File: src/logic/utfc_pkg.sv
// package with register map, field positions and types for the uart block
package utfc_pkg;
  // register byte addresses (word aligned)
  localparam logic [3:0] utfc_addr_data = 4'h0;   // tx holding write / rx holding read
  localparam logic [3:0] utfc_addr_stat = 4'h4;   // receive and transmit status
  localparam logic [3:0] utfc_addr_ctl0 = 4'h8;   // enables, parity, flow control
  localparam logic [3:0] utfc_addr_ctl1 = 4'hc;   // nine bit mode, match scheme, baud
  localparam logic [3:0] utfc_addr_adr = 4'h0;    // address compare (index 4, see below)
  localparam logic [4:0] utfc_addr_cmp = 5'h10;   // address compare register
  // control 0 fields
  localparam int utfc_c0_ten = 0;     // transmit enable
  localparam int utfc_c0_ren = 1;     // receive enable
  localparam int utfc_c0_pen = 2;     // parity enable
  localparam int utfc_c0_psel = 3;    // odd parity when set
  localparam int utfc_c0_flow_ctrl_enable = 4;    // flow control enable
  localparam int utfc_c0_stop2 = 5;   // two stop bits
  localparam int utfc_c0_erronly = 6; // interrupt on errors only
  // control 1 fields
  localparam int utfc_c1_nine_bit_mode_select = 0;    // nine bit mode select
  localparam int utfc_c1_outgoing_addr_flag = 1;    // outgoing address flag
  localparam int utfc_c1_addr_match_scheme = 2;    // match scheme, two bits
  localparam int utfc_c1_baud = 16;   // baud divisor, sixteen bits
  // status fields
  localparam int utfc_s_rda = 0;      // receive data available
  localparam int utfc_s_pe = 1;       // parity error
  localparam int utfc_s_oe = 2;       // overrun
  localparam int utfc_s_fe = 3;       // framing error
  localparam int utfc_s_brk = 4;      // break detected
  localparam int utfc_s_tx_holding_empty = 5;     // tx holding empty
  localparam int utfc_s_txe = 6;      // transmitter idle
  localparam int utfc_s_mprx = 7;     // last received ninth bit
  localparam int utfc_s_newfrm = 8;   // first data byte of a matched frame, scheme 2 (scheme 3 drops address bytes, so mprx stays low)
  // reset values
  localparam logic [31:0] utfc_ctl0_rst = 32'h0000_0000;
  localparam logic [15:0] utfc_baud_rst = 16'h0010;
  // oversampling ratio of the receiver
  localparam logic [3:0] utfc_os_last = 4'hf;
  localparam logic [3:0] utfc_os_mid = 4'h7;
  // character bit count
  localparam logic [3:0] utfc_nbits = 4'h8;
  // match schemes
  localparam logic [1:0] utfc_mp_all = 2'h0;
  localparam logic [1:0] utfc_mp_addr = 2'h1;
  localparam logic [1:0] utfc_mp_match = 2'h2;
  localparam logic [1:0] utfc_mp_data = 2'h3;
  // shared character format
  typedef struct packed {
    logic par_en;
    logic par_odd;
    logic nine;
    logic stop2;
  } utfc_fmt_s;
  // transmitter states
  typedef enum logic [5:0] {
    utfc_tx_idle = 6'h01,
    utfc_tx_start = 6'h02,
    utfc_tx_data = 6'h04,
    utfc_tx_par = 6'h08,
    utfc_tx_stop = 6'h10,
    utfc_tx_stop2 = 6'h20
  } utfc_tx_e;
endpackage

File: src/logic/utfc_rx.sv
// receiver: oversampled start detect, data, ninth bit, stop check
`timescale 1ns/1ps
module utfc_rx (
  // clock and reset
  input wire logic ref_clk,
  input wire logic nrst,
  // timing and format
  input wire logic os_tick,
  input wire logic rx_en,
  input wire utfc_pkg::utfc_fmt_s fmt,
  // line
  input wire logic rxd,
  // received character
  output logic done,
  output logic [7:0] data,
  output logic ninth,
  output logic par_err,
  output logic frm_err,
  output logic brk
);
  import utfc_pkg::*;
  logic busy, next_busy; // inside a character
  logic [3:0] os, next_os; // oversample phase
  logic [3:0] idx, next_idx; // bit index, 0 is start
  logic [9:0] sh, next_sh; // collected bits
  logic next_done, next_ninth, next_par_err, next_frm_err, next_brk;
  logic [7:0] next_data;
  logic armed, next_armed; // line seen high while idle since the last start
  logic extra; // parity or ninth bit present
  logic [3:0] last_idx; // index of stop bit
  assign extra = fmt.nine | fmt.par_en;
  assign last_idx = extra ? 4'ha : 4'h9;
  // next state of the sampler
  always_comb begin
    next_busy = busy;
    next_os = os;
    next_idx = idx;
    next_sh = sh;
    next_done = 1'b0;
    next_data = data;
    next_ninth = ninth;
    next_par_err = par_err;
    next_frm_err = frm_err;
    next_brk = brk;
    next_armed = armed;
    if (!busy) begin
      // a low stop bit or a held break must not restart the sampler at once
      if (rxd) begin
        next_armed = 1'b1;
      end
      // start edge only while enabled
      if (rx_en && armed && !rxd && os_tick) begin
        next_busy = 1'b1;
        next_armed = 1'b0;
        next_os = 4'h0;
        next_idx = 4'h0;
      end
    end else if (os_tick) begin
      next_os = os + 4'h1;
      if (os == utfc_os_mid) begin
        if (idx == 4'h0 && rxd) begin
          next_busy = 1'b0; // false start
        end else if (idx == last_idx) begin
          // lsb first, stop at end
          next_busy = 1'b0;
          next_done = 1'b1;
          next_data = sh[8:1];
          next_ninth = extra ? sh[9] : 1'b0; // ninth in parity slot
          next_par_err = fmt.par_en && !fmt.nine &&
                         ((^sh[9:1]) != fmt.par_odd);
          next_frm_err = !rxd;
          next_brk = !rxd && (sh[9:1] == 9'h000);
        end else begin
          next_sh = {rxd, sh[9:1]};
          next_idx = idx + 4'h1;
          if (!extra && idx == 4'h8) begin
            next_sh = {1'b0, rxd, sh[9:2]};
          end
        end
      end
    end
  end
  // registers of the sampler
  always_ff @(posedge ref_clk or negedge nrst) begin
    if (!nrst) begin
      busy <= 1'b0;
      os <= 4'h0;
      idx <= 4'h0;
      sh <= 10'h000;
      done <= 1'b0;
      data <= 8'h00;
      ninth <= 1'b0;
      par_err <= 1'b0;
      frm_err <= 1'b0;
      brk <= 1'b0;
      armed <= 1'b0;
    end else begin
      busy <= next_busy;
      os <= next_os;
      idx <= next_idx;
      sh <= next_sh;
      done <= next_done;
      data <= next_data;
      ninth <= next_ninth;
      par_err <= next_par_err;
      frm_err <= next_frm_err;
      brk <= next_brk;
      armed <= next_armed;
    end
  end
endmodule

File: src/logic/utfc_top.sv
// uart with flow control: register slave, transmitter, receive status
//
// Notes on behaviour
// - tx interrupt means holding register free
// - enabled empty holding register interrupts at once
// - written byte moves to shifter, then sent
// - transmit only while tx enable set
// - receive only while rx enable set
// - even/odd parity, none in nine bit mode
// - mode select bit gives nine bit operation
// - ninth bit set marks address byte
// - two bit field picks match scheme
// - own address held in compare register
// - data available flag tracks holding register
// - rx interrupt on data and on errors
// - status tells error, break, data apart
// - option: interrupt on errors only
// - flow control only when enabled
// - sample clear to send before each start
// - character in flight always finishes
// - start, 8 bits lsb first, parity, stops
// - empty flag sets after first bit
// - ninth bit sits in parity slot
`timescale 1ns/1ps
module utfc_top (
  // clock and reset
  input wire logic ref_clk,
  input wire logic nrst,
  // avalon-mm slave
  input wire logic [4:0] avs_address,
  input wire logic avs_read,
  input wire logic avs_write,
  input wire logic [31:0] avs_writedata,
  output logic [31:0] avs_readdata,
  output logic avs_waitrequest,
  // serial pins
  output logic txd,
  input wire logic rxd,
  input wire logic cts_n,
  // interrupt requests
  output logic tx_irq,
  output logic rx_irq
);
  import utfc_pkg::*;
  // control registers
  logic [6:0] ctl0, next_ctl0;
  logic [3:0] ctl1, next_ctl1; // nine_bit_mode_select, outgoing_addr_flag, addr_match_scheme
  logic [15:0] baud, next_baud;
  logic [7:0] cmp_addr, next_cmp_addr; // own node address
  // bus answer
  logic next_waitrequest;
  logic [31:0] next_readdata;
  // transmit side
  utfc_tx_e tx_st, next_tx_st;
  logic [7:0] thr, next_thr; // holding register
  logic thr_bit9, next_thr_bit9; // ninth bit latched with the byte
  logic tx_holding_empty, next_tx_holding_empty;
  logic [8:0] tsr, next_tsr; // shift register incl. extra bit
  logic [3:0] tbit, next_tbit;
  logic [3:0] tos, next_tos; // bit length in oversample ticks
  logic next_txd;
  logic cts_ok; // sampled a cycle before start
  // receive holding and status
  logic [7:0] rhr, next_rhr;
  logic rx_data_available, next_rx_data_available;
  logic pe, fe, oe, bk, mprx, newfrm;
  logic next_pe, next_fe, next_oe, next_bk, next_mprx, next_newfrm;
  logic in_frame, next_in_frame; // matched frame for schemes 2 and 3
  logic next_tx_irq, next_rx_irq;
  // baud divider
  logic [15:0] bcnt, next_bcnt;
  logic os_tick;
  // receiver outputs
  logic rx_done, rx_ninth, rx_pe, rx_fe, rx_brk;
  logic [7:0] rx_byte;
  utfc_fmt_s fmt;
  logic wr, rd, acc_ok;
  logic wr_data, rd_data;
  logic tx_en, flow_ctrl_enable, nine_bit_mode_select, outgoing_addr_flag;
  logic [1:0] addr_match_scheme;

  // field decode of control
  assign tx_en = ctl0[utfc_c0_ten];
  assign flow_ctrl_enable = ctl0[utfc_c0_flow_ctrl_enable];
  assign nine_bit_mode_select = ctl1[utfc_c1_nine_bit_mode_select];
  assign outgoing_addr_flag = ctl1[utfc_c1_outgoing_addr_flag];
  assign addr_match_scheme = ctl1[utfc_c1_addr_match_scheme +: 2];
  // one format for both directions
  assign fmt = '{par_en: ctl0[utfc_c0_pen] & ~nine_bit_mode_select,
                 par_odd: ctl0[utfc_c0_psel],
                 nine: nine_bit_mode_select,
                 stop2: ctl0[utfc_c0_stop2]};
  // bus strobes; one wait cycle then answer
  assign acc_ok = avs_waitrequest == 1'b0;
  assign wr = avs_write & acc_ok;
  assign rd = avs_read & acc_ok;
  assign wr_data = wr && avs_address == {1'b0, utfc_addr_data};
  assign rd_data = rd && avs_address == {1'b0, utfc_addr_data};
  // low level permits transmission gated by enable
  assign cts_ok = !flow_ctrl_enable || !cts_n;

  // baud divider giving oversample ticks
  always_comb begin
    next_bcnt = bcnt + 16'h0001;
    os_tick = 1'b0;
    if (bcnt >= baud) begin
      next_bcnt = 16'h0000;
      os_tick = 1'b1;
    end
  end

  // bus slave and registers
  always_comb begin
    next_waitrequest = 1'b1;
    next_readdata = avs_readdata;
    next_ctl0 = ctl0;
    next_ctl1 = ctl1;
    next_baud = baud;
    next_cmp_addr = cmp_addr;
    if ((avs_read || avs_write) && avs_waitrequest) begin
      next_waitrequest = 1'b0;
    end
    if (avs_read && avs_waitrequest) begin
      case (avs_address)
        {1'b0, utfc_addr_data}: next_readdata = {24'h0, rhr};
        {1'b0, utfc_addr_stat}: begin
          // cause of receive interrupt visible
          next_readdata = 32'h0;
          next_readdata[utfc_s_rda] = rx_data_available;
          next_readdata[utfc_s_pe] = pe;
          next_readdata[utfc_s_oe] = oe;
          next_readdata[utfc_s_fe] = fe;
          next_readdata[utfc_s_brk] = bk;
          next_readdata[utfc_s_tx_holding_empty] = tx_holding_empty;
          next_readdata[utfc_s_txe] = tx_st == utfc_tx_idle;
          next_readdata[utfc_s_mprx] = mprx;
          next_readdata[utfc_s_newfrm] = newfrm;
        end
        {1'b0, utfc_addr_ctl0}: next_readdata = {25'h0, ctl0};
        {1'b0, utfc_addr_ctl1}: next_readdata = {baud, 12'h0, ctl1};
        utfc_addr_cmp: next_readdata = {24'h0, cmp_addr};
        default: next_readdata = 32'h0; // unmapped reads zero
      endcase
    end
    if (wr) begin
      case (avs_address)
        {1'b0, utfc_addr_ctl0}: next_ctl0 = avs_writedata[6:0];
        {1'b0, utfc_addr_ctl1}: begin
          next_ctl1 = avs_writedata[3:0];
          next_baud = avs_writedata[utfc_c1_baud +: 16];
        end
        utfc_addr_cmp: next_cmp_addr = avs_writedata[7:0];
        default: ;
      endcase
    end
  end

  // transmitter
  always_comb begin
    next_tx_st = tx_st;
    next_thr = thr;
    next_thr_bit9 = thr_bit9;
    next_tx_holding_empty = tx_holding_empty;
    next_tsr = tsr;
    next_tbit = tbit;
    next_tos = tos;
    next_txd = txd;
    if (os_tick && tx_st != utfc_tx_idle) begin
      next_tos = tos + 4'h1;
    end
    case (tx_st)
      utfc_tx_idle: begin
        next_txd = 1'b1;
        // load only with enable, free line and cts seen now
        if (!tx_holding_empty && tx_en && cts_ok) begin
          next_tx_st = utfc_tx_start; // hardware moves byte on
          next_tsr = {fmt.nine ? thr_bit9 : ((^thr) ^ fmt.par_odd), thr};
          next_tos = 4'h0;
          next_txd = 1'b0;
        end
      end
      utfc_tx_start: begin
        if (os_tick && tos == utfc_os_last) begin
          next_tx_st = utfc_tx_data;
          next_tbit = 4'h0;
          next_txd = tsr[0]; // lsb first
          // first bit gone, holding register free again
          next_tx_holding_empty = 1'b1;
        end
      end
      utfc_tx_data: begin
        if (os_tick && tos == utfc_os_last) begin
          if (tbit == utfc_nbits - 4'h1) begin
            if (fmt.par_en || fmt.nine) begin
              next_tx_st = utfc_tx_par; // extra bit before stop
              next_txd = tsr[8]; // ninth bit or parity
            end else begin
              next_tx_st = utfc_tx_stop;
              next_txd = 1'b1;
            end
          end else begin
            next_tbit = tbit + 4'h1;
            next_txd = tsr[next_tbit[2:0]];
          end
        end
      end
      utfc_tx_par: begin
        if (os_tick && tos == utfc_os_last) begin
          next_tx_st = utfc_tx_stop;
          next_txd = 1'b1;
        end
      end
      utfc_tx_stop: begin
        // cts ignored until character ends
        if (os_tick && tos == utfc_os_last) begin
          next_tx_st = fmt.stop2 ? utfc_tx_stop2 : utfc_tx_idle;
        end
      end
      utfc_tx_stop2: begin
        if (os_tick && tos == utfc_os_last) begin
          next_tx_st = utfc_tx_idle;
        end
      end
      default: next_tx_st = utfc_tx_idle;
    endcase
    // software write fills holding register, empty clears
    if (wr_data) begin
      next_thr = avs_writedata[7:0];
      next_thr_bit9 = outgoing_addr_flag;
      next_tx_holding_empty = 1'b0;
    end
    // empty and enabled raises at once
    next_tx_irq = next_tx_holding_empty & tx_en;
  end

  // receive holding register, status and match schemes
  always_comb begin
    logic accept;
    logic is_addr;
    accept = 1'b0;
    is_addr = rx_ninth & nine_bit_mode_select;
    next_rhr = rhr;
    next_rx_data_available = rx_data_available;
    next_pe = pe;
    next_fe = fe;
    next_oe = oe;
    next_bk = bk;
    next_mprx = mprx;
    next_newfrm = newfrm;
    next_in_frame = in_frame;
    // reading data clears rda and error flags, not mprx or newfrm; an arrival below still wins
    if (rd_data) begin
      next_rx_data_available = 1'b0;
      next_pe = 1'b0;
      next_fe = 1'b0;
      next_oe = 1'b0;
      next_bk = 1'b0;
    end
    if (rx_done) begin
      accept = 1'b1;
      if (nine_bit_mode_select) begin
        case (addr_match_scheme)
          utfc_mp_all: accept = 1'b1;
          utfc_mp_addr: accept = is_addr;
          utfc_mp_match: begin
            if (is_addr) begin
              next_in_frame = rx_byte == cmp_addr;
            end
            accept = is_addr ? (rx_byte == cmp_addr) : in_frame;
          end
          utfc_mp_data: begin
            if (is_addr) begin
              next_in_frame = rx_byte == cmp_addr;
            end
            accept = !is_addr && in_frame;
          end
          default: accept = 1'b1;
        endcase
      end
      accept = accept | rx_fe | rx_brk;
      if (accept) begin
        if (rx_data_available && !rd_data) begin
          next_oe = 1'b1; // keep valid byte
        end else begin
          next_rhr = rx_byte;
          next_rx_data_available = 1'b1;
          next_pe = rx_pe;
          next_fe = rx_fe;
          next_bk = rx_brk;
          next_mprx = is_addr;
          next_newfrm = !is_addr && addr_match_scheme[1] && (is_addr != mprx) && mprx;
        end
      end
    end
    // data and errors, or errors only
    next_rx_irq = (next_pe | next_fe | next_oe | next_bk) |
                  (next_rx_data_available & ~ctl0[utfc_c0_erronly]);
  end

  // receiver instance, enable gates start detect
  utfc_rx u_rx (
    .ref_clk(ref_clk),
    .nrst(nrst),
    .os_tick(os_tick),
    .rx_en(ctl0[utfc_c0_ren]),
    .fmt(fmt),
    .rxd(rxd),
    .done(rx_done),
    .data(rx_byte),
    .ninth(rx_ninth),
    .par_err(rx_pe),
    .frm_err(rx_fe),
    .brk(rx_brk)
  );

  // all state registers
  always_ff @(posedge ref_clk or negedge nrst) begin
    if (!nrst) begin
      ctl0 <= utfc_ctl0_rst[6:0];
      ctl1 <= 4'h0;
      baud <= utfc_baud_rst;
      cmp_addr <= 8'h00;
      avs_waitrequest <= 1'b1;
      avs_readdata <= 32'h0;
      tx_st <= utfc_tx_idle;
      thr <= 8'h00;
      thr_bit9 <= 1'b0;
      tx_holding_empty <= 1'b1;
      tsr <= 9'h000;
      tbit <= 4'h0;
      tos <= 4'h0;
      txd <= 1'b1;
      rhr <= 8'h00;
      rx_data_available <= 1'b0;
      {pe, fe, oe, bk, mprx, newfrm, in_frame} <= 7'h00;
      tx_irq <= 1'b0;
      rx_irq <= 1'b0;
      bcnt <= 16'h0000;
    end else begin
      ctl0 <= next_ctl0;
      ctl1 <= next_ctl1;
      baud <= next_baud;
      cmp_addr <= next_cmp_addr;
      avs_waitrequest <= next_waitrequest;
      avs_readdata <= next_readdata;
      tx_st <= next_tx_st;
      thr <= next_thr;
      thr_bit9 <= next_thr_bit9;
      tx_holding_empty <= next_tx_holding_empty;
      tsr <= next_tsr;
      tbit <= next_tbit;
      tos <= next_tos;
      txd <= next_txd;
      rhr <= next_rhr;
      rx_data_available <= next_rx_data_available;
      {pe, fe, oe, bk, mprx, newfrm, in_frame} <=
        {next_pe, next_fe, next_oe, next_bk, next_mprx, next_newfrm, next_in_frame};
      tx_irq <= next_tx_irq;
      rx_irq <= next_rx_irq;
      bcnt <= next_bcnt;
    end
  end

  // assertions
  property p_tx_irq;
    @(posedge ref_clk) disable iff (!nrst)
      (tx_holding_empty && tx_en && !wr_data) |=> tx_irq;
  endproperty
  a_tx_irq: assert property (p_tx_irq) else $error("tx irq missing");
  property p_no_start_disabled;
    @(posedge ref_clk) disable iff (!nrst)
      (tx_st == utfc_tx_idle && !tx_en) |=> tx_st == utfc_tx_idle;
  endproperty
  a_no_start_disabled: assert property (p_no_start_disabled)
    else $error("start without enable");
  property p_cts_block;
    @(posedge ref_clk) disable iff (!nrst)
      (tx_st == utfc_tx_idle && flow_ctrl_enable && cts_n) |=> tx_st == utfc_tx_idle;
  endproperty
  a_cts_block: assert property (p_cts_block) else $error("start against cts");
  property p_finish;
    @(posedge ref_clk) disable iff (!nrst)
      (tx_st == utfc_tx_data && cts_n) |=> tx_st != utfc_tx_idle;
  endproperty
  a_finish: assert property (p_finish) else $error("character cut short");
  property p_start_low;
    @(posedge ref_clk) disable iff (!nrst)
      tx_st == utfc_tx_start |-> txd == 1'b0;
  endproperty
  a_start_low: assert property (p_start_low) else $error("start bit not low");
  property p_tx_holding_empty_write;
    @(posedge ref_clk) disable iff (!nrst)
      wr_data |=> !tx_holding_empty;
  endproperty
  a_tx_holding_empty_write: assert property (p_tx_holding_empty_write) else $error("empty not cleared");
  property p_rda;
    @(posedge ref_clk) disable iff (!nrst)
      (rx_done && !nine_bit_mode_select && !rx_data_available) |=> rx_data_available;
  endproperty
  a_rda: assert property (p_rda) else $error("data flag not set");
  property p_rx_irq;
    @(posedge ref_clk) disable iff (!nrst)
      (rx_data_available && !rd_data && !ctl0[utfc_c0_erronly]) |=> rx_irq;
  endproperty
  a_rx_irq: assert property (p_rx_irq) else $error("rx irq missing");
endmodule

File: config.mk
export PLATFORM = sky130hd
export DESIGN_NAME = utfc_top
export DESIGN_NICKNAME = d
export VERILOG_FILES = /design/src/logic/utfc_pkg.sv /design/src/logic/utfc_rx.sv /design/src/logic/utfc_top.sv
export SDC_FILE = /design/constraint.sdc
export NUM_CORES = 1
export LEC_CHECK = 0
export BUFFER_PORTS_ARGS = -buffer_cell sky130_fd_sc_hd__buf_2
export CAP_MARGIN = 20
export CELL_PAD_IN_SITES_DETAIL_PLACEMENT = 1
export CELL_PAD_IN_SITES_GLOBAL_PLACEMENT = 1
export CORE_MARGIN = 3
export CORE_UTILIZATION = 49
export CTS_BUF_LIST = sky130_fd_sc_hd__clkbuf_2
export DETAILED_ROUTE_END_ITERATION = 12
export HOLD_SLACK_MARGIN = 0.15
export PLACE_DENSITY = 0.9
export SYNTH_ARGS = -nofsm -noshare
export SYNTH_HDL_FRONTEND = slang
export SYNTH_SLANG_ARGS = --single-unit
File: constraint.sdc
create_clock -name ref_clk -period 2.7 [get_ports ref_clk]
set_clock_uncertainty 0.1 [all_clocks]
set_input_delay 0.135 -clock ref_clk [delete_from_list [all_inputs] [get_ports ref_clk]]
set_output_delay 0.135 -clock ref_clk [all_outputs]
set_load 0.02 [all_outputs]
==> flow_metrics.env, run 1 <==
export IMPL_outcome="complete, but fails checks"
export IMPL_violations="negative setup slack"
export IMPL_rsz0062_at_grt="true"
export IMPL_crit_type="flop to flop"
export IMPL_synth_main_ff_cell="dfrtp_1"
export IMPL_async_reset_ff_frac=1.00
export IMPL_hold_path_class="input port to flop"
export IMPL_ctsHtreeMaxLevel=4
export IMPL_grt_start_max_net_pins=70
export IMPL_die_y_um=134
export IMPL_met2_usage=0.513
export IMPL_wl_mm=25.0
export IMPL_route_detailed_drc=0
export IMPL_power_density_mw_per_mm2=678
export IMPL_dp_hpwl_mm=16.3
export IMPL_rows=46
export IMPL_vias=6623
export IMPL_period_share=1.00
export IMPL_maxCapViolations=0
export IMPL_relSlewSlack=0.414
export IMPL_synth_distinct_cells=75
export IMPL_grt_use_met3=0.0604
export IMPL_final_util=0.616
export IMPL_overflow=0
export IMPL_irDropWorstVdd_v=0.000351
export IMPL_setup_worst_path_end="u_rx.par_err"
export IMPL_worstSetupEndpointType="flop"
export IMPL_start_util=0.503
export IMPL_finalCriticalPeriod_ns=2.71
export IMPL_grt_pass1_vias=7266
export IMPL_final_max_slew_violation_count=0
export IMPL_cts_clk_slew_worst_paths_ns=0.27
export IMPL_track_usage=0.281
export IMPL_area_growth_pct=22.5
export IMPL_grt_pass1_wl_mm=39.2
export IMPL_layout_setup_ws_ns=-0.00992
export IMPL_cts_max_path_buffers=2
export IMPL_wl_per_cell_um=22.2
export IMPL_final_setup_tns_ns=-0.0159
export IMPL_final_cell_mix="dfrtp_1, nand2_1, dlygate4sd3_1, buf_2, mux2_2"
export IMPL_cp_max_fo=7
export IMPL_p_leak_nw=4.87
export IMPL_cts_sinks=161
export IMPL_ys_ff_latch=161
export IMPL_r2r_cells=9
export IMPL_synth_top_cell_by_area="dfrtp_1"
export IMPL_core_area_mm2=0.0159
export IMPL_cp_required_ns=3.27
export IMPL_seq_area_frac_synth=0.504
export IMPL_die_x_um=134
export IMPL_netlist_instances=742
export IMPL_cts_tree="built"
export IMPL_io_buffers=63
export IMPL_cts_made_buffers=17
export IMPL_ant_nets=0
export IMPL_dr_pass1_iters=5
export IMPL_layout_commonest_cell="dfrtp_1"
export IMPL_startpoint_type="flop"
export IMPL_cp_arrival_ns=3.28
export IMPL_via_per_inst=5.88
export IMPL_hold_viol_final=0
export IMPL_synthTopCellsByArea="dfrtp_1, mux2_2, nand2_1"
export IMPL_yosys_warnings=0
export IMPL_r2r_start="bcnt[6]"
export IMPL_nFillCells=1723
export IMPL_drive_above_1_share=0.234
export IMPL_drt_iter0_markers=543
export IMPL_place_congestion=0.902
export IMPL_use_met1=0.315
export IMPL_synth_top_area_frac=0.487
export IMPL_cts_root_buf="clkbuf_2"
export IMPL_io_pins=79
export IMPL_max_slew_worst_pin_slew_ns=0.877
export IMPL_regToRegSetupSlack_ns=-0.01
export IMPL_top_usage_layer="met2"
export IMPL_finalSetupViolations=3
export IMPL_postSynthAreaPerCell_um2=10.8
export IMPL_reg2reg_to="u_rx.par_err"
export IMPL_clk_latency_ns=0.78
export IMPL_synth_edf_count=0
export IMPL_die_area_mm2=0.0179
export IMPL_syn_area_mm2=0.00801
export IMPL_nNetsFinal=965
export IMPL_antenna_found_initial=2
export IMPL_worstSetupStartpoint="bcnt[6]"
export IMPL_max_freq_mhz=369
[where the power goes]
group / switching (W) / total (W) / leakage (nW) / internal, W
registers: 0.000354 / 0.00309 / 2.10 / 0.00273
clock network: 0.000903 / 0.00162 / 0.176 / 0.000713
logic: 0.00106 / 0.00195 / 2.60 / 0.000887
[routing by layer]
metal,wire length [µm],up-vias
met3,1270,69
met2,13400,242
li1,-,2938
met4,785,0
met5,0,-
met1,9570,3374
[cells by family (layout without fill, tap and decap cells)]
family | count (synthesis) | after routing | share of synthesized area
buffers and inverters | 67 | 228 | 0.0365
other | 1 | 9 | 0.000468
AND/OR/NAND/NOR | 225 | 225 | 0.142
multiplexers | 84 | 84 | 0.119
AO/OA/AOI/OAI | 143 | 143 | 0.119
flip-flops | 161 | 161 | 0.504
XOR/XNOR | 35 | 35 | 0.0383
adder cells (fa/ha/maj) | 26 | 26 | 0.0406
[through the flow]
| stage | hold WS, ns | instance area (µm²) | total power (W) | setup slack (ns) | cells |
|---|---|---|---|---|---|
| after floorplan | -0.261 | 8030 | 0.00417 | 0.183 | 748 |
| after global placement | 0.0875 | 8680 | 0.00462 | 0.0965 | 1018 |
| after detailed placement | 0.101 | 8680 | 0.00480 | 0.0286 | 1018 |
| after CTS | 0.169 | 9710 | 0.00653 | 0.0403 | 1118 |
| after global routing | 0.248 | 9820 | 0.00700 | -0.0477 | 1127 |
| final | 0.299 | 9820 | 0.00665 | -0.00992 | 1127 |
[worst max-delay path, cell delays in order, from the launching register on]
cell and delay (ns):
dfrtp_1 0.50, ha_1 0.30, o21a_1 0.17, nor2_1 0.25, nor4b_4 0.10, a221o_1 0.42
nand4_1 0.17, buf_12 0.15, buf_8 0.12, mux2_2 0.33
[how the worst min path moves through the flow]
| stage | cells after the start | slack [ns] | start | end |
|---|---|---|---|---|
| after floorplan | 0 | -0.26 | nrst | avs_readdata[0] |
| after global placement | 1 | 0.09 | nrst | baud[1] |
| after detailed placement | 1 | 0.10 | nrst | avs_readdata[18] |
| after CTS | 5 | 0.17 | avs_address[3] | avs_readdata[8] |
| after global routing | 5 | 0.25 | avs_read | rx_data_available |
| final | 5 | 0.30 | avs_read | rx_data_available |
[final cells by class]
class                   count  area, µm²  area share
diodes                      2       5.00    0.000510
clock buffers              19       95.1     0.00969
flip-flops and latches    161       4040       0.411
inverters                  37        139      0.0141
repair buffers            159       1300       0.132
clock inverters            13        210      0.0214
multi-input cells         520       3760       0.383
well taps                 216        270      0.0275
[cell usage after synthesis, types with 6 or more instances]
library cell	count
mux2i_1	15
o21ai_0	29
and3_1	11
dfrtp_1	156
buf_4	7
nor2_1	32
nand3_1	20
nor2b_1	7
o21ai_1	7
a222oi_1	7
ha_1	26
nand2_1	92
nand4_1	9
mux2_2	60
o31ai_1	19
xor2_1	13
a21oi_1	36
clkbuf_1	15
a21o_1	7
inv_1	36
and2_1	7
xnor2_1	22
buf_2	6
nor3_1	10
[sequential cells by signal (all words and copies together) (netlist names), 4 cells and up]
signal and cells:
avs_readdata 25, baud 16, bcnt 16, cmp_addr 8, ctl0 7, ctl1 4
rhr 8, tbit 4, thr 8, tos 4, tsr 9, tx_st 6
u_rx.data 8, u_rx.idx 4, u_rx.os 4, u_rx.sh 9
[repair_timing]
item | 4_1_cts | 5_1_grt
resized for setup | 4 | 9
setup endpoints to repair | 21 | 28
hold endpoints to repair | 266 | 0
setup buffers | 0 | 7
pin swaps | 1 | 5
hold buffers | 68 | 0
No activity file was read; power rests on OpenSTA's default activity.
==> run 2, diff against run 1 <==
Settings changed: BUFFER_PORTS_ARGS -buffer_cell sky130_fd_sc_hd__buf_2 to unset, CORE_UTILIZATION 49 to 53, DONT_BUFFER_PORTS set to 1.
==> run 2 against run 1 <==
- flip-flop and latch count is the same
- critical path depth shrank 1
- largest power group unchanged
- critical endpoint is now txd
- clock power shrank 20%
- combinational power shrank 4%
- worst setup slack gained 0.065 ns
- hold slack lost 1.4 ns
- maximum frequency grew 2.5%
- sequential power grew 1%
- non-clock buffer count shrank 62
- largest cell class unchanged
- count of clock-buffer cells in the layout grew 1
- core utilization grew 2.2 points
- global-route usage grew 3.0 points
- the run ends with negative hold slack left
==> flow_metrics.env, run 2 (same netlist as run 1, synthesis figures left out) <==
export IMPL_r2r_cells=8
export IMPL_rsz0062_at_grt="false"
export IMPL_regToRegSetupSlack_ns=0.06
export IMPL_hold_viol_final=161
export IMPL_drive_above_1_share=0.168
export IMPL_drt_iter0_markers=455
export IMPL_p_comb_frac=0.297
export IMPL_cp_arrival_ns=3.25
export IMPL_finalCriticalPeriod_ns=2.64
export IMPL_cts_tree="built"
export IMPL_via_per_inst=6.32
export IMPL_nFillCells=1514
export IMPL_rows=44
export IMPL_final_cell_mix="dfrtp_1, nand2_1, dlygate4sd3_1, mux2_2, inv_1"
export IMPL_maxCapViolations=0
export IMPL_outcome="complete, but fails checks"
export IMPL_worstSetupEndpointType="flop"
export IMPL_cts_sinks=161
export IMPL_cts_made_buffers=17
export IMPL_place_inst=920
export IMPL_stdcell_count=1031
export IMPL_place_congestion=0.867
export IMPL_core_area_mm2=0.0146
export IMPL_cp_max_fo=11
export IMPL_grt_start_max_net_pins=162
export IMPL_max_freq_mhz=378
export IMPL_die_x_um=129
export IMPL_route_detailed_drc=0
export IMPL_reg2reg_to="txd"
export IMPL_cts_max_path_buffers=2
export IMPL_layout_commonest_cell="dfrtp_1"
export IMPL_nNetsFinal=903
export IMPL_wl_per_cell_um=24.2
export IMPL_period_share=0.980
export IMPL_wl_mm=24.9
export IMPL_area_growth_pct=16.5
export IMPL_antenna_found_initial=0
export IMPL_largest_reg_flops=25
export IMPL_ctsHtreeMaxLevel=4
export IMPL_grt_pass1_wl_mm=39.6
export IMPL_die_y_um=129
export IMPL_dp_hpwl_mm=15.4
export IMPL_p_leak_nw=4.56
export IMPL_hold_slack_ns=-1.12
export IMPL_p_int_w=0.00400
export IMPL_r2r_start="bcnt[13]"
export IMPL_holdBufCountCts=78
export IMPL_swShare=0.363
export IMPL_regMostFlops="avs_readdata"
export IMPL_p_switching_w=0.00228
export IMPL_relSlewSlack=0.478
export IMPL_start_util=0.547
export IMPL_final_setup_tns_ns=0
export IMPL_finalSetupViolations=0
export IMPL_antennaDiodeCount=0
export IMPL_ant_nets=0
export IMPL_clkPwrFrac=0.205
export IMPL_io_buffers=0
export IMPL_max_slew_worst_pin_slew_ns=0.777
export IMPL_top_regs="avs_readdata: 25 flops, baud: 16 flops, bcnt: 16 flops"
export IMPL_dr_pass1_iters=6
export IMPL_vias=6512
export IMPL_overflow=0
export IMPL_multi_input_area_mm2=0.00376
export IMPL_hold_path_class="input port to async pin"
export IMPL_power_density_mw_per_mm2=673
export IMPL_io_pins=79
export IMPL_grt_pass1_vias=7326
export IMPL_die_area_mm2=0.0166
export IMPL_violations="negative hold slack"
export IMPL_irDropWorstVdd_v=0.000294
export IMPL_final_max_slew_violation_count=0
export IMPL_cts_root_buf="clkbuf_2"
export IMPL_cp_required_ns=3.31
export IMPL_seq_area_mm2=0.00404
export IMPL_clk_latency_ns=0.81
export IMPL_track_usage=0.310
export IMPL_crit_type="flop to flop"
export IMPL_startpoint_type="flop"
export IMPL_power_frac_seq=0.498
export IMPL_cts_clk_slew_worst_paths_ns=0.29
-- run 2: worst max-delay path, stage by stage (launching register included) --
cell     delay [ns]
dfrtp_1        0.50
ha_1           0.34
and4_4         0.27
nor4b_4        0.25
buf_4          0.17
a31oi_1        0.16
buf_12         0.20
o21ai_0        0.19
mux2_2         0.36
-- run 2: final cells by class --
| cell class | count | area share |
|---|---|---|
| repair buffers | 97 | 0.102 |
| multi-input cells | 520 | 0.403 |
| well taps | 184 | 0.0247 |
| clock buffers | 20 | 0.0107 |
| clock inverters | 12 | 0.0126 |
| inverters | 37 | 0.0149 |
| flip-flops and latches | 161 | 0.432 |
-- run 2: metal layers --
layer / GRT usage / part of all wire / vias up
met2: 0.551 / 0.52 / 290
li1: - / - / 2817
met4: 0.170 / 0.049 / 0
met1: 0.352 / 0.38 / 3300
met5: 0 / 0 / -
met3: 0.0573 / 0.057 / 105
-- run 2: how the worst max path moves through the flow --
| stage | from | slack [ns] | to | cells after the start |
|---|---|---|---|---|
| after floorplan | bcnt[0] | 0.18 | u_rx.data[0] | 9 |
| after global placement | baud[0] | 0.11 | u_rx.sh[1] | 8 |
| after detailed placement | baud[0] | 0.03 | u_rx.sh[5] | 8 |
| after CTS | bcnt[15] | 0.03 | txd | 8 |
| after global routing | bcnt[13] | 0.002 | txd | 8 |
| final | bcnt[13] | 0.06 | txd | 8 |
-- run 2: power groups by stage --
stage	Clock, W	Sequential [W]	Combinational (W)
detailed placement	0	0.00314	0.00154
floorplan	0	0.00300	0.00117
global route	0.00140	0.00316	0.00201
finish	0.00129	0.00313	0.00187
CTS	0.00127	0.00309	0.00169
global placement	0	0.00309	0.00140
-- run 2: through the flow --
stage / cell area (µm²) / setup WS, ns / total power, W / hold slack, ns / utilization
2_1_floorplan: 8030 / 0.183 / 0.00417 / -0.261 / -
3_3_place_gp: 8270 / 0.115 / 0.00450 / -0.256 / 0.565
3_5_place_dp: 8270 / 0.0310 / 0.00468 / -0.257 / 0.565
4_1_cts: 9270 / 0.0280 / 0.00606 / -1.12 / 0.633
5_1_grt: 9330 / 0.00180 / 0.00657 / -1.16 / 0.637
6_report: 9330 / 0.0552 / 0.00628 / -1.12 / 0.637
-- run 2: what timing repair did --
item / in CTS / in global routing
setup endpoints to repair: 1 / 37
setup buffers: 0 / 1
resized for setup: 1 / 13
endpoints found under the hold margin: 297 / 161
pin swaps: 0 / 2
cloned: 0 / 0
==> run 3, diff against run 2 <==
Settings changed: CORE_UTILIZATION 53 to 54, CTS_BUF_LIST sky130_fd_sc_hd__clkbuf_2 to unset, PLACE_DENSITY 0.9 to 0.91, TNS_END_PERCENT set to 20.
Clock period 2.7 ns to 3.2 ns, I/O delays scaled along.
==> run 3 against run 2 <==
- the flow still finishes with violations (negative hold slack)
- largest cell class unchanged
- sequential share of layout area increased by 0.74 points
- first-iteration DRC count increased by 38%
- clock power increased by 73%
- maximum frequency decreased by 12%
- hold slack improved by 0.42 ns
- critical endpoint is now u_rx.sh[1]
- worst setup slack improved by 0.15 ns
==> flow_metrics.env, run 3 (same netlist as run 1, synthesis figures left out) <==
export IMPL_outcome="complete, but fails checks"
export IMPL_violations="negative hold slack"
export IMPL_cts_tree="built"
export IMPL_crit_type="flop to flop"
export IMPL_drive_above_1_share=0.162
export IMPL_cts_max_path_buffers=2
export IMPL_start_util=0.564
export IMPL_ctsHtreeMaxLevel=4
export IMPL_area_growth_pct=14.5
export IMPL_wl_mm=27.1
export IMPL_p_int_w=0.00422
export IMPL_die_y_um=128
export IMPL_final_max_slew_violation_count=0
export IMPL_regMostFlops="avs_readdata"
export IMPL_grt_pass1_wl_mm=42.2
export IMPL_track_usage=0.340
export IMPL_slowest_delay_ns=0.43
export IMPL_finalSetupViolations=0
export IMPL_die_area_mm2=0.0163
export IMPL_hold_path_class="input port to async pin"
export IMPL_p_leak_nw=4.42
export IMPL_holdBufCountCts=35
export IMPL_grt_start_max_net_pins=162
export IMPL_layout_commonest_cell="dfrtp_1"
export IMPL_dp_hpwl_mm=15.1
export IMPL_route_detailed_drc=0
export IMPL_maxCapViolations=0
export IMPL_period_share=0.937
export IMPL_wl_per_cell_um=27.7
export IMPL_clk_latency_ns=0.45
export IMPL_cp_required_ns=3.45
export IMPL_p_comb_frac=0.227
export IMPL_clkPwrFrac=0.352
export IMPL_p_switching_w=0.00212
export IMPL_nNetsFinal=853
export IMPL_worstPathCellList="inv_1 > ha_1 > and4_1 > nor4b_2 > a221o_1 > buf_4 > nand2_2 > mux2i_1"
export IMPL_stdcell_count=977
export IMPL_cts_root_buf="clkbuf_16"
export IMPL_die_x_um=128
export IMPL_antennaDiodeCount=0
export IMPL_power_frac_seq=0.420
export IMPL_place_congestion=0.867
export IMPL_rsz0062_at_grt="false"
export IMPL_ant_nets=0
export IMPL_cp_arrival_ns=3.24
export IMPL_io_buffers=0
export IMPL_startpoint_type="flop"
export IMPL_cts_sinks=161
export IMPL_grt_pass1_vias=7256
export IMPL_via_per_inst=6.70
export IMPL_largest_reg_flops=25
export IMPL_antenna_found_initial=0
export IMPL_design_area_mm2=0.00917
export IMPL_worstSetupEndpointType="flop"
export IMPL_cts_made_buffers=17
export IMPL_hold_viol_final=161
export IMPL_drt_iter0_markers=629
export IMPL_nFillCells=1444
export IMPL_cts_clk_slew_worst_paths_ns=0.07
export IMPL_top_regs="avs_readdata: 25 flops, baud: 16 flops, bcnt: 16 flops"
export IMPL_overflow=0
export IMPL_cp_max_fo=30
export IMPL_max_slew_worst_pin_slew_ns=1.12
export IMPL_place_inst=909
export IMPL_max_freq_mhz=334
export IMPL_place_area_mm2=0.00819
export IMPL_dr_pass1_iters=6
export IMPL_relSlewSlack=0.254
export IMPL_io_pins=79
export IMPL_core_area_mm2=0.0142
export IMPL_final_setup_tns_ns=0
export IMPL_cp_slowest_cell="nor4b_2"
export IMPL_swShare=0.334
export IMPL_power_density_mw_per_mm2=691
export IMPL_vias=6542
export IMPL_finalCriticalPeriod_ns=3.00
export IMPL_rows=43
export IMPL_irDropWorstVdd_v=0.000314
export IMPL_hold_slack_ns=-0.702
export IMPL_final_cell_mix="dfrtp_1, nand2_1, mux2_2, inv_1, a21oi_1"
run 3: repair_timing:
item,4_1_cts,5_1_grt
setup buffers,0,1
hold endpoints to repair,230,161
endpoints found under the setup margin,0,12
gates resized for setup,0,0
run 3: layout make-up:
cell class / instances / area, µm² / area share
sequential: 161 / 4040 / 0.440
multi-input combinational: 520 / 3710 / 0.404
tap: 180 / 225 / 0.0245
timing repair buffer: 47 / 440 / 0.0480
inverter: 37 / 139 / 0.0151
clock inverter: 14 / 189 / 0.0206
clock buffer: 18 / 439 / 0.0479
run 3: per-stage QoR:
step | hold WS (ns) | utilization | power (W) | setup slack (ns)
6_report | -0.702 | 0.646 | 0.00634 | 0.202
5_1_grt | -0.711 | 0.646 | 0.00655 | 0.106
4_1_cts | -0.706 | 0.645 | 0.00627 | 0.0647
3_5_place_dp | -0.231 | 0.576 | 0.00390 | 0.185
3_3_place_gp | -0.230 | 0.576 | 0.00375 | 0.293
2_1_floorplan | -0.236 | - | 0.00352 | 0.683
run 3: final timing paths:
check	start	endpoint	slack (ns)	cells past startpoint
max	baud[15]	u_rx.sh[1]	0.20	8
min	nrst	bcnt[3]	-0.70	0
max reg2reg	baud[15]	u_rx.sh[1]	0.20	8
min reg2reg	in_frame	in_frame	0.38	2
max in group asynchronous	nrst	tx_st[0]	3.44	0
min in group ref_clk	avs_address[0]	avs_readdata[7]	0.21	4
run 3: routing by layer:
layer,share of wire,track usage,up-vias
met1,0.36,0.393,3333
met3,0.073,0.0813,121
li1,-,-,2704
met4,0.053,0.167,0
met5,0,0,-
met2,0.51,0.590,384
run 3: power by group through the flow:
stage | clock network [W] | registers (W) | logic (W)
after global routing | 0.00232 | 0.00268 | 0.00155
after global placement | 0 | 0.00261 | 0.00114
final | 0.00223 | 0.00267 | 0.00144
after detailed placement | 0 | 0.00265 | 0.00126
after CTS | 0.00223 | 0.00264 | 0.00140
after floorplan | 0 | 0.00253 | 0.000985
run 3: worst max-delay path: cells and delay by family (launching register included):
kind	cells	cell delay (ns)
DFF	1	0.36
AOI/OAI and AO/OA	1	0.30
and+or+nand+nor	3	1.05
buffers and inverters	2	0.44
adders and majority gates	1	0.34
muxes	1	0.29
